File: src/verilog/synth_loop_pkg.sv
// Package with register map, field positions, reset values and widths of the loop control.
package synth_loop_pkg;
    // ==========================================================
    // Register word offsets (byte addresses)
    localparam logic [4:0] OFS_CHANNEL  = 5'h00;
    localparam logic [4:0] OFS_SPEEDUP  = 5'h04;
    localparam logic [4:0] OFS_ENABLE   = 5'h08;
    localparam logic [4:0] OFS_CONFIG   = 5'h0C;
    localparam logic [4:0] OFS_TEST     = 5'h10;
    localparam logic [4:0] OFS_STATUS   = 5'h14;
    // ==========================================================
    // Field positions
    localparam int POS_G_FIELD       = 0;
    localparam int POS_MAIN_POL      = 4;
    localparam int POS_AUX_POL       = 5;
    localparam int POS_REF_RATIO     = 8;
    localparam int POS_MAIN_EN       = 0;
    localparam int POS_AUX_EN        = 1;
    localparam int POS_IF_LOCK_EN    = 0;
    localparam int POS_ALT_SCHEME    = 1;
    localparam int POS_STANDBY       = 2;
    localparam int POS_IF_DIV        = 4;
    // ==========================================================
    // Widths and fixed values
    localparam int REF_RATIO_W       = 12;
    localparam int TEST_W            = 20;
    localparam int SYNC_W            = 9;
    localparam logic [3:0] SPEEDUP_LOW_ONES = 4'hF;
    localparam logic [3:0] IF_DIV_BASE      = 4'h6;
    // ==========================================================
    // Values after reset
    localparam logic [11:0] REF_RATIO_RST = 12'h001;
    localparam logic [3:0]  G_FIELD_RST   = 4'h0;
    localparam logic [1:0]  IF_DIV_RST    = 2'h0;
    localparam logic [19:0] TEST_RST      = 20'h00000;
    // ==========================================================
    // Test codes: the low nibble selects what drives the lock pin, bits 7:4 and 11:8 select the pump tests
    localparam logic [3:0] TST_LOCK      = 4'h1;
    localparam logic [3:0] TST_FRAC_OVF  = 4'h2;
    localparam logic [3:0] TST_AUX_DIV   = 4'h3;
    localparam logic [3:0] TST_MAIN_DIV  = 4'h4;
    localparam logic [3:0] TST_REF_DIV   = 4'h5;
    localparam logic [3:0] TST_FORCE_HI  = 4'h6;
    localparam logic [3:0] TST_FORCE_LO  = 4'h7;
    localparam logic [3:0] TST_PUMP_UP   = 4'h1;
    localparam logic [3:0] TST_PUMP_DN   = 4'h2;
    localparam logic [3:0] TST_FRAC_PUMP = 4'h1;
endpackage : synth_loop_pkg

File: src/verilog/synth_loop_control.sv
// Digital control of loop enables, speed-up, lock indicator, test field and IF enable.
//
// Function
// - Disabled loop turns off its input and pumps.
// - Both loops off also turns off reference.
// - Word loading never waits on the reference.
// - Speed-up boosts proportional, enables integral pump.
// - Alternate duration is count times divided reference period.
// - Count is upper nibble plus fixed ones.
// - Standard speed-up follows load pulse after channel.
// - Lock is AND of three qualified terms.
// - Nonzero test word reroutes lock pin.
// - Zero test word or config write clears tests.
// - Test nibbles select the listed test modes.
// - Load pulse falling edge sets IF enable.
// - Transmit enable rise leaves IF enable alone.
// - Transmit enable fall clears IF enable.
// - Standby forces IF lock term to locked.
// - IF divider ratio six to nine.
// - Master clock always, second clock gated.
// - Polarity bit zero positive, one negative.
//
// Decided for this implementation: the Wishbone slave port and the register offsets.
`timescale 1ns/1ns
module synth_loop_control
    import synth_loop_pkg::*;
(
    input  wire logic        clk_i,
    input  wire logic        rst_i,
    input  wire logic        wb_cyc_i,
    input  wire logic        wb_stb_i,
    input  wire logic        wb_we_i,
    input  wire logic [4:0]  wb_adr_i,
    input  wire logic [3:0]  wb_sel_i,
    input  wire logic [31:0] wb_dat_i,
    output logic [31:0]      wb_dat_o,
    output logic             wb_ack_o,
    input  wire logic        ref_clk_i,
    input  wire logic        load_pulse_i,
    input  wire logic        transmit_enable_in_i,
    input  wire logic        if_vco_i,
    input  wire logic        main_lock_flag_i,
    input  wire logic        aux_lock_flag_i,
    input  wire logic        if_loop_lock_flag_i,
    input  wire logic        frac_overflow_i,
    input  wire logic        aux_div_out_i,
    output logic             main_stage_on_o,
    output logic             aux_stage_on_o,
    output logic             ref_chain_on_o,
    output logic             main_pd_polarity_o,
    output logic             aux_pd_polarity_o,
    output logic             speedup_o,
    output logic             integral_pump_on_o,
    output logic             lock_o,
    output logic             if_synth_enable_o,
    output logic             modulator_on_o,
    output logic             if_div_out_o,
    output logic             mclk_o,
    output logic             rclk_o,
    output logic             pump_force_up_o,
    output logic             pump_force_down_o,
    output logic             frac_pump_test_o,
    output logic             main_prescaler_bypass_o,
    output logic             aux_prescaler_bypass_o,
    output logic             ref_chain_test_o
);
    // ==========================================================
    // Pin synchronisers
    logic [SYNC_W-1:0] pin_meta;
    logic [SYNC_W-1:0] pin_sync;
    logic [SYNC_W-1:0] pin_prev;
    wire  [SYNC_W-1:0] pins_raw = {aux_div_out_i, frac_overflow_i, if_loop_lock_flag_i,
                                   aux_lock_flag_i, main_lock_flag_i, if_vco_i,
                                   transmit_enable_in_i, load_pulse_i, ref_clk_i};

    always_ff @(posedge clk_i) begin
        pin_meta <= pins_raw;
        pin_sync <= pin_meta;
        pin_prev <= pin_sync;
    end

    wire ref_lvl     = pin_sync[0];
    wire ref_rise    = pin_sync[0] & ~pin_prev[0];
    wire strobe_lvl  = pin_sync[1];
    wire strobe_fall = ~pin_sync[1] & pin_prev[1];
    wire transmit_enable_in_lvl    = pin_sync[2];
    wire transmit_enable_in_fall   = ~pin_sync[2] & pin_prev[2];
    wire vco_rise    = pin_sync[3] & ~pin_prev[3];
    wire main_lock   = pin_sync[4];
    wire aux_lock    = pin_sync[5];
    wire if_lock     = pin_sync[6];
    wire frac_ovf    = pin_sync[7];
    wire aux_div     = pin_sync[8];

    // ==========================================================
    // Register bus
    logic                   main_loop_enable;
    logic                   aux_loop_enable;
    logic                   if_lock_term_enable;
    logic                   alternate_scheme;
    logic                   standby;
    logic [1:0]             if_div_sel;
    logic [3:0]             g_field;
    logic                   main_pd_polarity;
    logic                   aux_pd_polarity;
    logic [REF_RATIO_W-1:0] ref_divide_ratio;
    logic [TEST_W-1:0]      test_select_bits;
    logic [7:0]             speedup_count;
    logic                   std_armed;
    logic                   std_speedup;

    wire bus_req   = wb_cyc_i & wb_stb_i;
    wire wr_commit = bus_req & wb_we_i & wb_ack_o;
    wire wr_chan   = wr_commit & (wb_adr_i == OFS_CHANNEL);
    wire wr_spd    = wr_commit & (wb_adr_i == OFS_SPEEDUP);
    wire wr_en     = wr_commit & (wb_adr_i == OFS_ENABLE);
    wire wr_cfg    = wr_commit & (wb_adr_i == OFS_CONFIG);
    wire wr_test   = wr_commit & (wb_adr_i == OFS_TEST);
    wire lo_lane   = wb_sel_i[0];
    wire [TEST_W-1:0] test_wdata = {wb_sel_i[2] ? wb_dat_i[19:16] : test_select_bits[19:16],
                                    wb_sel_i[1] ? wb_dat_i[15:8]  : test_select_bits[15:8],
                                    wb_sel_i[0] ? wb_dat_i[7:0]   : test_select_bits[7:0]};

    wire alt_active    = speedup_count != 8'h00;
    wire speedup       = alternate_scheme ? alt_active : std_speedup;
    wire if_synth_en;
    wire lock_fn;

    wire [31:0] status_word = {26'h0000000, speedup, if_synth_en, transmit_enable_in_lvl,
                               lock_fn, |test_select_bits, ref_chain_on_o};
    logic [31:0] next_rdata;

    always_comb begin
        case (wb_adr_i)
            OFS_SPEEDUP: next_rdata = {12'h000, ref_divide_ratio, 2'h0, aux_pd_polarity,
                                       main_pd_polarity, g_field};
            OFS_ENABLE:  next_rdata = {30'h00000000, aux_loop_enable, main_loop_enable};
            OFS_CONFIG:  next_rdata = {26'h0000000, if_div_sel, 1'b0, standby,
                                       alternate_scheme, if_lock_term_enable};
            OFS_TEST:    next_rdata = {12'h000, test_select_bits};
            OFS_STATUS:  next_rdata = status_word;
            default:     next_rdata = 32'h00000000;
        endcase
    end

    always_ff @(posedge clk_i) begin
        if (rst_i) begin
            wb_ack_o <= 1'b0;
            wb_dat_o <= 32'h00000000;
        end else begin
            wb_ack_o <= bus_req & ~wb_ack_o;
            wb_dat_o <= next_rdata;
        end
    end

    // word loading runs on the system clock only, independent of the reference.
    // reset clears enables and the test field.
    always_ff @(posedge clk_i) begin
        if (rst_i) begin
            main_loop_enable    <= 1'b0;
            aux_loop_enable     <= 1'b0;
            if_lock_term_enable <= 1'b0;
            alternate_scheme    <= 1'b0;
            standby             <= 1'b0;
            if_div_sel          <= IF_DIV_RST;
            g_field             <= G_FIELD_RST;
            main_pd_polarity    <= 1'b0;
            aux_pd_polarity     <= 1'b0;
            ref_divide_ratio    <= REF_RATIO_RST;
            test_select_bits    <= TEST_RST;
        end else begin
            if (wr_en && lo_lane) begin
                main_loop_enable <= wb_dat_i[POS_MAIN_EN];
                aux_loop_enable  <= wb_dat_i[POS_AUX_EN];
            end
            if (wr_spd && lo_lane) begin
                g_field          <= wb_dat_i[POS_G_FIELD +: 4];
                main_pd_polarity <= wb_dat_i[POS_MAIN_POL];
                aux_pd_polarity  <= wb_dat_i[POS_AUX_POL];
            end
            if (wr_spd && wb_sel_i[1]) begin
                ref_divide_ratio <= wb_dat_i[POS_REF_RATIO +: REF_RATIO_W];
            end
            if (wr_cfg && lo_lane) begin
                if_lock_term_enable <= wb_dat_i[POS_IF_LOCK_EN];
                alternate_scheme    <= wb_dat_i[POS_ALT_SCHEME];
                standby             <= wb_dat_i[POS_STANDBY];
                if_div_sel          <= wb_dat_i[POS_IF_DIV +: 2];
            end
            // a config write clears the tests; a zero test write turns them off.
            if (wr_cfg) begin
                test_select_bits <= TEST_RST;
            end else if (wr_test) begin
                test_select_bits <= test_wdata;
            end
        end
    end

    // ==========================================================
    // Loop and reference enables
    // a cleared enable switches off that loop's stage and pump bias.
    assign main_stage_on_o    = main_loop_enable;
    assign aux_stage_on_o     = aux_loop_enable;
    // reference chain stays on while either loop is enabled.
    assign ref_chain_on_o     = main_loop_enable | aux_loop_enable;
    // polarity bits pass to the detectors, one meaning negative slope.
    assign main_pd_polarity_o = main_pd_polarity;
    assign aux_pd_polarity_o  = aux_pd_polarity;

    // ==========================================================
    // Reference divider
    logic [REF_RATIO_W-1:0] ref_count;
    wire ref_tick = ref_chain_on_o & ref_rise & (ref_count <= 12'h001);

    always_ff @(posedge clk_i) begin
        if (rst_i || !ref_chain_on_o) begin
            ref_count <= REF_RATIO_RST;
        end else if (ref_rise) begin
            ref_count <= (ref_count <= 12'h001) ? ref_divide_ratio : ref_count - 12'h001;
        end
    end

    // ==========================================================
    // Speed-up timing
    always_ff @(posedge clk_i) begin
        if (rst_i) begin
            speedup_count <= 8'h00;
            std_armed     <= 1'b0;
            std_speedup   <= 1'b0;
        end else begin
            // the alternate timer starts at each channel word load.
            // the count is the programmed nibble with low ones.
            if (wr_chan) begin
                speedup_count <= {g_field, SPEEDUP_LOW_ONES};
            end else if (alt_active && ref_tick) begin
                speedup_count <= speedup_count - 8'h01;
            end
            // speed-up follows the load pulse after a channel write.
            if (wr_chan) begin
                std_armed <= 1'b1;
            end else if (strobe_lvl && std_armed) begin
                std_armed <= 1'b0;
            end
            if (strobe_lvl && std_armed) begin
                std_speedup <= 1'b1;
            end else if (!strobe_lvl) begin
                std_speedup <= 1'b0;
            end
        end
    end

    // speed-up boosts the proportional pump and turns on the integral pump.
    always_ff @(posedge clk_i) begin
        if (rst_i) begin
            speedup_o          <= 1'b0;
            integral_pump_on_o <= 1'b0;
        end else begin
            speedup_o          <= speedup & main_loop_enable;
            integral_pump_on_o <= speedup & main_loop_enable;
        end
    end

    // ==========================================================
    // IF synthesizer enable flip-flops
    logic if_ff1;
    // The second flip-flop only makes a clear pulse; here that pulse is transmit_enable_in_fall.
    always_ff @(posedge clk_i) begin
        if (rst_i) begin
            if_ff1 <= 1'b0;
        // transmit enable falling edge clears the enable.
        end else if (transmit_enable_in_fall) begin
            if_ff1 <= 1'b0;
        // load pulse falling edge sets the enable.
        end else if (strobe_fall) begin
            if_ff1 <= 1'b1;
        end
    end
    // a rising transmit enable has no path into the enable flip-flop.
    assign if_synth_en       = if_ff1;
    assign if_synth_enable_o = if_ff1;
    assign modulator_on_o    = if_ff1 & transmit_enable_in_lvl;

    // ==========================================================
    // IF feedback divider
    // ratio is six plus the two-bit field.
    logic [3:0] if_div_count;
    wire  [3:0] if_div_ratio = IF_DIV_BASE + {2'b00, if_div_sel};

    always_ff @(posedge clk_i) begin
        if (rst_i || !if_ff1) begin
            if_div_count <= 4'h0;
            if_div_out_o <= 1'b0;
        end else if (vco_rise) begin
            if_div_count <= (if_div_count >= if_div_ratio - 4'h1) ? 4'h0 : if_div_count + 4'h1;
            if_div_out_o <= (if_div_count >= if_div_ratio - 4'h1) ||
                            (if_div_count < {1'b0, if_div_ratio[3:1]} - 4'h1);
        end
    end

    // ==========================================================
    // Lock indicator and test routing
    // standby forces the IF lock term to locked.
    wire if_term   = if_lock | ~if_lock_term_enable | standby;
    // AND of the three qualified lock terms.
    assign lock_fn = (main_lock | ~main_loop_enable) & (aux_lock | ~aux_loop_enable) & if_term;
    wire test_on   = |test_select_bits;
    wire [3:0] tst_node = test_select_bits[3:0];
    logic test_pin;

    // the low nibble picks the node shown on the lock pin.
    always_comb begin
        case (tst_node)
            TST_LOCK:     test_pin = lock_fn;
            TST_FRAC_OVF: test_pin = frac_ovf;
            TST_AUX_DIV:  test_pin = aux_div;
            TST_MAIN_DIV: test_pin = if_div_out_o;
            TST_REF_DIV:  test_pin = ref_tick;
            TST_FORCE_HI: test_pin = 1'b1;
            TST_FORCE_LO: test_pin = 1'b0;
            default:      test_pin = 1'b0;
        endcase
    end

    // with tests on the lock pin shows the selected node.
    always_ff @(posedge clk_i) begin
        if (rst_i) begin
            lock_o                  <= 1'b0;
            pump_force_up_o         <= 1'b0;
            pump_force_down_o       <= 1'b0;
            frac_pump_test_o        <= 1'b0;
            main_prescaler_bypass_o <= 1'b0;
            aux_prescaler_bypass_o  <= 1'b0;
            ref_chain_test_o        <= 1'b0;
        end else begin
            lock_o                  <= test_on ? test_pin : lock_fn;
            // upper nibbles drive the pump, prescaler and chain tests.
            pump_force_up_o         <= test_select_bits[7:4] == TST_PUMP_UP;
            pump_force_down_o       <= test_select_bits[7:4] == TST_PUMP_DN;
            frac_pump_test_o        <= test_select_bits[11:8] == TST_FRAC_PUMP;
            main_prescaler_bypass_o <= test_select_bits[12];
            aux_prescaler_bypass_o  <= test_select_bits[13];
            ref_chain_test_o        <= test_select_bits[16];
        end
    end

    // ==========================================================
    // Clock buffers
    // master clock always follows the reference; second clock is gated.
    always_ff @(posedge clk_i) begin
        if (rst_i) begin
            mclk_o <= 1'b0;
            rclk_o <= 1'b0;
        end else begin
            mclk_o <= ref_lvl;
            rclk_o <= ref_lvl & (standby | transmit_enable_in_lvl);
        end
    end
endmodule : synth_loop_control

File: config.mk
export PLATFORM = sky130hd
export DESIGN_NAME = synth_loop_control
export DESIGN_NICKNAME = d
export VERILOG_FILES = /design/src/verilog/synth_loop_pkg.sv /design/src/verilog/synth_loop_control.sv
export SDC_FILE = /design/constraint.sdc
export NUM_CORES = 1
export LEC_CHECK = 0
export CAP_MARGIN = 25
export CELL_PAD_IN_SITES_DETAIL_PLACEMENT = 0
export CELL_PAD_IN_SITES_GLOBAL_PLACEMENT = 1
export CORE_UTILIZATION = 45
export DETAILED_ROUTE_END_ITERATION = 16
export DONT_BUFFER_PORTS = 1
export PLACE_DENSITY_LB_ADDON = 0.1
export SLEW_MARGIN = 20
export SYNTH_ARGS = -nofsm -noshare
export SYNTH_HDL_FRONTEND = slang
export SYNTH_SLANG_ARGS = --single-unit
File: constraint.sdc
create_clock -name clk_i -period 3.1 [get_ports clk_i]
set_input_delay 0.465 -clock clk_i [delete_from_list [all_inputs] [get_ports clk_i]]
set_output_delay 0.465 -clock clk_i [all_outputs]
set_load 0.02 [all_outputs]
Word-level counts from Yosys, hierarchy flattened:

Cells that the tools add are included.

* register bits after elaboration: 138

* add/subtract/negate cells: 6
* magnitude comparators: 3
* eq/ne operators: 15
* multiplexer cells: 12
* bitwise gates (word level): 34
* reductions and logical operators: 21

Operators by type and width (number)
* case mux 20 bit (5 select lines): 1
* bitwise AND 1 bit: 20
* OR reduction 20 bit: 1
* 2-to-1 mux 8 bit: 2
* == test 4 x 1 -> 1 bit, second input constant: 3
* == test 4 x 2 -> 1 bit, second input constant: 3
* == test 4 x 3 -> 1 bit, second input constant: 3
* less-or-equal comparator 12 x 1 -> 1 bit, second input constant: 1
* 2-to-1 mux 12 bit: 1
* subtractor 12 x 1 -> 12 bit, second input constant: 1
* == test 5 x 4 -> 1 bit, second input constant: 2
* == test 5 bit, second input constant: 2
* inverter 1 bit: 8
* nonzero test 8 bit: 1
* subtractor 8 x 1 -> 8 bit, second input constant: 1
* logical AND 1 bit: 6
* 2-to-1 mux 1 bit: 6
* OR 1 bit: 6
* case mux 1 bit (6 select lines): 1
* AND reduction 2 bit: 3
* == test 5 x 3 -> 1 bit, second input constant: 1
* logical NOT 5 bit: 1
* adder 3 x 2 -> 4 bit, first input constant: 1
* adder 4 x 1 -> 4 bit, second input constant: 1
* other kinds (10): 15

Longest topological paths before layout:

* depth in word-level cells: 7
* gate-level depth with buffers: 8
* mapped depth without buffers: 7

Worst setup path before layout:

OpenSTA, ideal clock, no wires.

* path kind: reg2reg
* start: register ref_count[5]
* end: register speedup_count[3]
* data arrival time: 1.972 ns
* required time: 2.967 ns
* setup slack: 0.995 ns
* stages on the path, launching flop included: 7
* path buffers: 1
* cell sequence: dfxtp_1 or4_4 or4_1 buf_6 nor4_1 xnor2_1 a21oi_1

* word-level cells in the longest chain between the ends: 4

RTL lines
* start, declared: line synth_loop_control.sv:212 `logic [REF_RATIO_W-1:0] ref_count;`
* start signal, assigned: line synth_loop_control.sv:219 `ref_count <= (ref_count <= 12'h001) ? ref_divide_ratio : ref_count - 12'h001;`
* less-or-equal comparator 12 x 1 -> 1 bit: line synth_loop_control.sv:213 `wire ref_tick = ref_chain_on_o & ref_rise & (ref_count <= 12'h001);`
* bitwise AND 1 bit: line synth_loop_control.sv:213
* logical AND 1 bit: line synth_loop_control.sv:235 `end else if (alt_active && ref_tick) begin`
* nonzero test 2 bit (no line)
* end signal, assigned: line synth_loop_control.sv:234 `speedup_count <= {g_field, SPEEDUP_LOW_ONES};`
* end signal, assigned: line synth_loop_control.sv:236 `speedup_count <= speedup_count - 8'h01;`
* end, declared: line synth_loop_control.sv:108 `logic [7:0] speedup_count;`

No other way between the ends.
A chain may end at the register's enable or synchronous reset.

Final worst setup path:

* start: register ref_count[0]
* end: register speedup_count[5]

Same word-level chain as after synthesis.

==> results.cfg <==
[logic_synthesis]
post-synth-top-count-cell = dfxtp_1
synth_top_area_frac = 0.494
synth_edf_count = 0
ys_seq_area_frac = 0.494
synth_area_leaders = dfxtp_1, mux2i_1, nor2_1
synth.distinct_cells = 56
synth.avg_cell_area_um2 = 9.20
synth_area_um2 = 5110
ys.flop_type = dfxtp_1
synth_seq_cells = 126
synthTopCellsByCount = dfxtp_1, nor2_1, nand2_1
async_reset_ff_frac = 0
yosys_warnings = 0
syn_inst = 555
synth_top_area_cell = dfxtp_1

[die]
core_area_um2 = 10900
dieArea_um2 = 11800
die_w_um = 109
fp-row-count = 38
die_h_um = 109
ios = 107
start_util = 0.467

[global_routing]
overflow = 0
grt_pass1_wl_um = 19900
grt_pass1_vias = 3798
grt_usage = 0.227
grt_max_degree = 54
grt_antenna_before_repair = 0

[cts]
cts_tree = done
clk_path_buf_depth = 2
clock_latency_ns = 0.41
cts_root_buf = clkbuf_16
numCtsBuffers = 17
path_clk_slew_ns = 0.05
cts_max_level = 4
clkSinkCount = 126
post-cts-setup-buffer-count = 0
cts_resized = 0
hold_buffers = 0

[route]
wl_um = 12400
drc = 0
wire_per_inst_um = 17.6
vias = 3867
drt-pass1-iter-count = 7
drt_iter0_drc = 252
routed_via_density = 5.49
drtAntennaViolNets = 0

[critical_path]
worstSetupStartpointType = flip-flop
path_class = flip-flop to flip-flop
cp_max_fo = 8
arrival_ns = 2.74
worstPathRequired_ns = 3.42
end_kind = flip-flop

[cells_and_area]
nNetsFinal = 618
postLayoutCoreUtil = 0.524
diodes = 0
drive_gt1_frac = 0.0745
area_growth_syn_to_layout_pct = 12.3

[sta]
slew_violations = 0
relSlewSlack = 0.445
timing.final.crit_period_ns = 2.41
fmax_mhz = 414
hold_violations = 0
tns_ns = 0
finalCritPeriodShare = 0.778
skew_ns = 0.00660
worst_pin_slew_ns = 0.831
setup_viol = 0
rsz0062_at_grt = false

[placed_design]
hpwl_um = 8770
portBuffers = 0
place.gp.congestion = 0.824

[power]
ir_worst_vdd_v = 0.000461
power.leakage_nw = 2.35
powerDensity_nw_per_um2 = 631

[worst_hold_path]
min_path_type = input pin to flip-flop

[run]
drv_cap = 0

[status]
status = completed
## critical path, stage by stage, from the launching register on
cell and delay, ns:
dfxtp_1 0.33, inv_1 0.10, ha_1 0.34, nor2_1 0.10, or4_1 0.75, nor4_2 0.37
xnor2_1 0.10, a211oi_1 0.22
## cell families after synthesis
family | Yosys count | synth area share
flip-flops | 126 | 0.494
multiplexers | 41 | 0.0818
buffers and inverters | 50 | 0.0478
adder cells (fa/ha/maj) | 11 | 0.0269
AO/OA/AOI/OAI | 101 | 0.123
XOR/XNOR | 10 | 0.0171
AND/OR/NAND/NOR | 215 | 0.209
other | 1 | 0.000734
## metrics by stage
stage                     std cells  instance area [um^2]  power (mW)  hold WS, ns  setup slack, ns
after global placement          673                  5160        1.74        0.311            0.742
after global routing            704                  5730        3.75       0.0501            0.496
after CTS                       704                  5730        3.66       0.0562            0.670
after floorplan                 566                  5150        1.75        0.310            0.995
final                           704                  5730        3.62       0.0740            0.687
after detailed placement        673                  5160        1.75        0.312            0.695
## routing by layer
| metal | vias up | global-route usage | share of wire |
|---|---|---|---|
| met1 | 1825 | 0.292 | 0.47 |
| li1 | 1929 | - | - |
| met5 | - | 0 | 0 |
| met4 | 0 | 0.0772 | 0.014 |
| met3 | 14 | 0.0808 | 0.063 |
| met2 | 99 | 0.352 | 0.45 |
## power by group
part	switching, mW	internal [mW]
sequential	0.0131	1.64
clock	0.687	1.22
combinational	0.0412	0.0175
## path summary, 6_finish.rpt
| check | slack, ns | to | start | depth (start not counted) |
|---|---|---|---|---|
| hold reg to reg | 0.32 | pin_sync[4]$_DFF_P_ | pin_meta[4]$_DFF_P_ | 0 |
| hold / removal | 0.07 | pin_meta[6]$_DFF_P_ | if_loop_lock_flag_i | 0 |
| setup reg to reg | 0.69 | speedup_count[5]$_SDFFE_PP0P_ | ref_count[0]$_SDFFE_PP1P_ | 7 |
| setup / recovery | 0.69 | speedup_count[5]$_SDFFE_PP0P_ | ref_count[0]$_SDFFE_PP1P_ | 7 |
## cell type report
type | count | area [um^2]
Tap cell | 140 | 175
Clock buffer | 22 | 464
Clock inverter | 9 | 111
Timing Repair Buffer | 4 | 30.0
Multi-Input combinational cell | 390 | 2380
Sequential cell | 126 | 2520
Inverter | 13 | 48.8
Fill cell | 1037 | 5200
## registers in the layout (all words and copies together), names as in the netlist, 8 cells and up
signal and count:
pin_sync 9, speedup_count 8, pin_meta 9, wb_dat_o 20, test_select_bits 20, ref_count 12
ref_divide_ratio 12
## cell usage in the layout (no fill, tap or decap), types with 3 or more instances in the layout
cell       synthesis  layout
o22ai_1            4       4
a21oi_1           41      41
a211oi_1           6       6
a222oi_1           4       4
nor3_1            15      15
nand2_1           46      46
xnor2_1            7       7
nor2_1            78      78
mux2_2             5       5
clkbuf_16          0      17
and3_1             3       3
or3_1              8       8
inv_1             13      13
and3b_1            5       5
dfxtp_1          126     126
buf_4             13       4
nand3_1           16      16
and2_1             4       4
nand3b_1           3       3
o21ai_0           14      14
nor4_1             5       5
nor2b_1            9       9
mux2i_1           35      35
a22oi_1           13      13
nand4_1            5       5
xor2_1             3       3
nand2b_1           4       4
ha_1              11      11
conb_1             1      12
or4_1              3       3
clkbuf_1          22       3
a31oi_1            3       3
No activity file was read; power rests on OpenSTA's default activity.
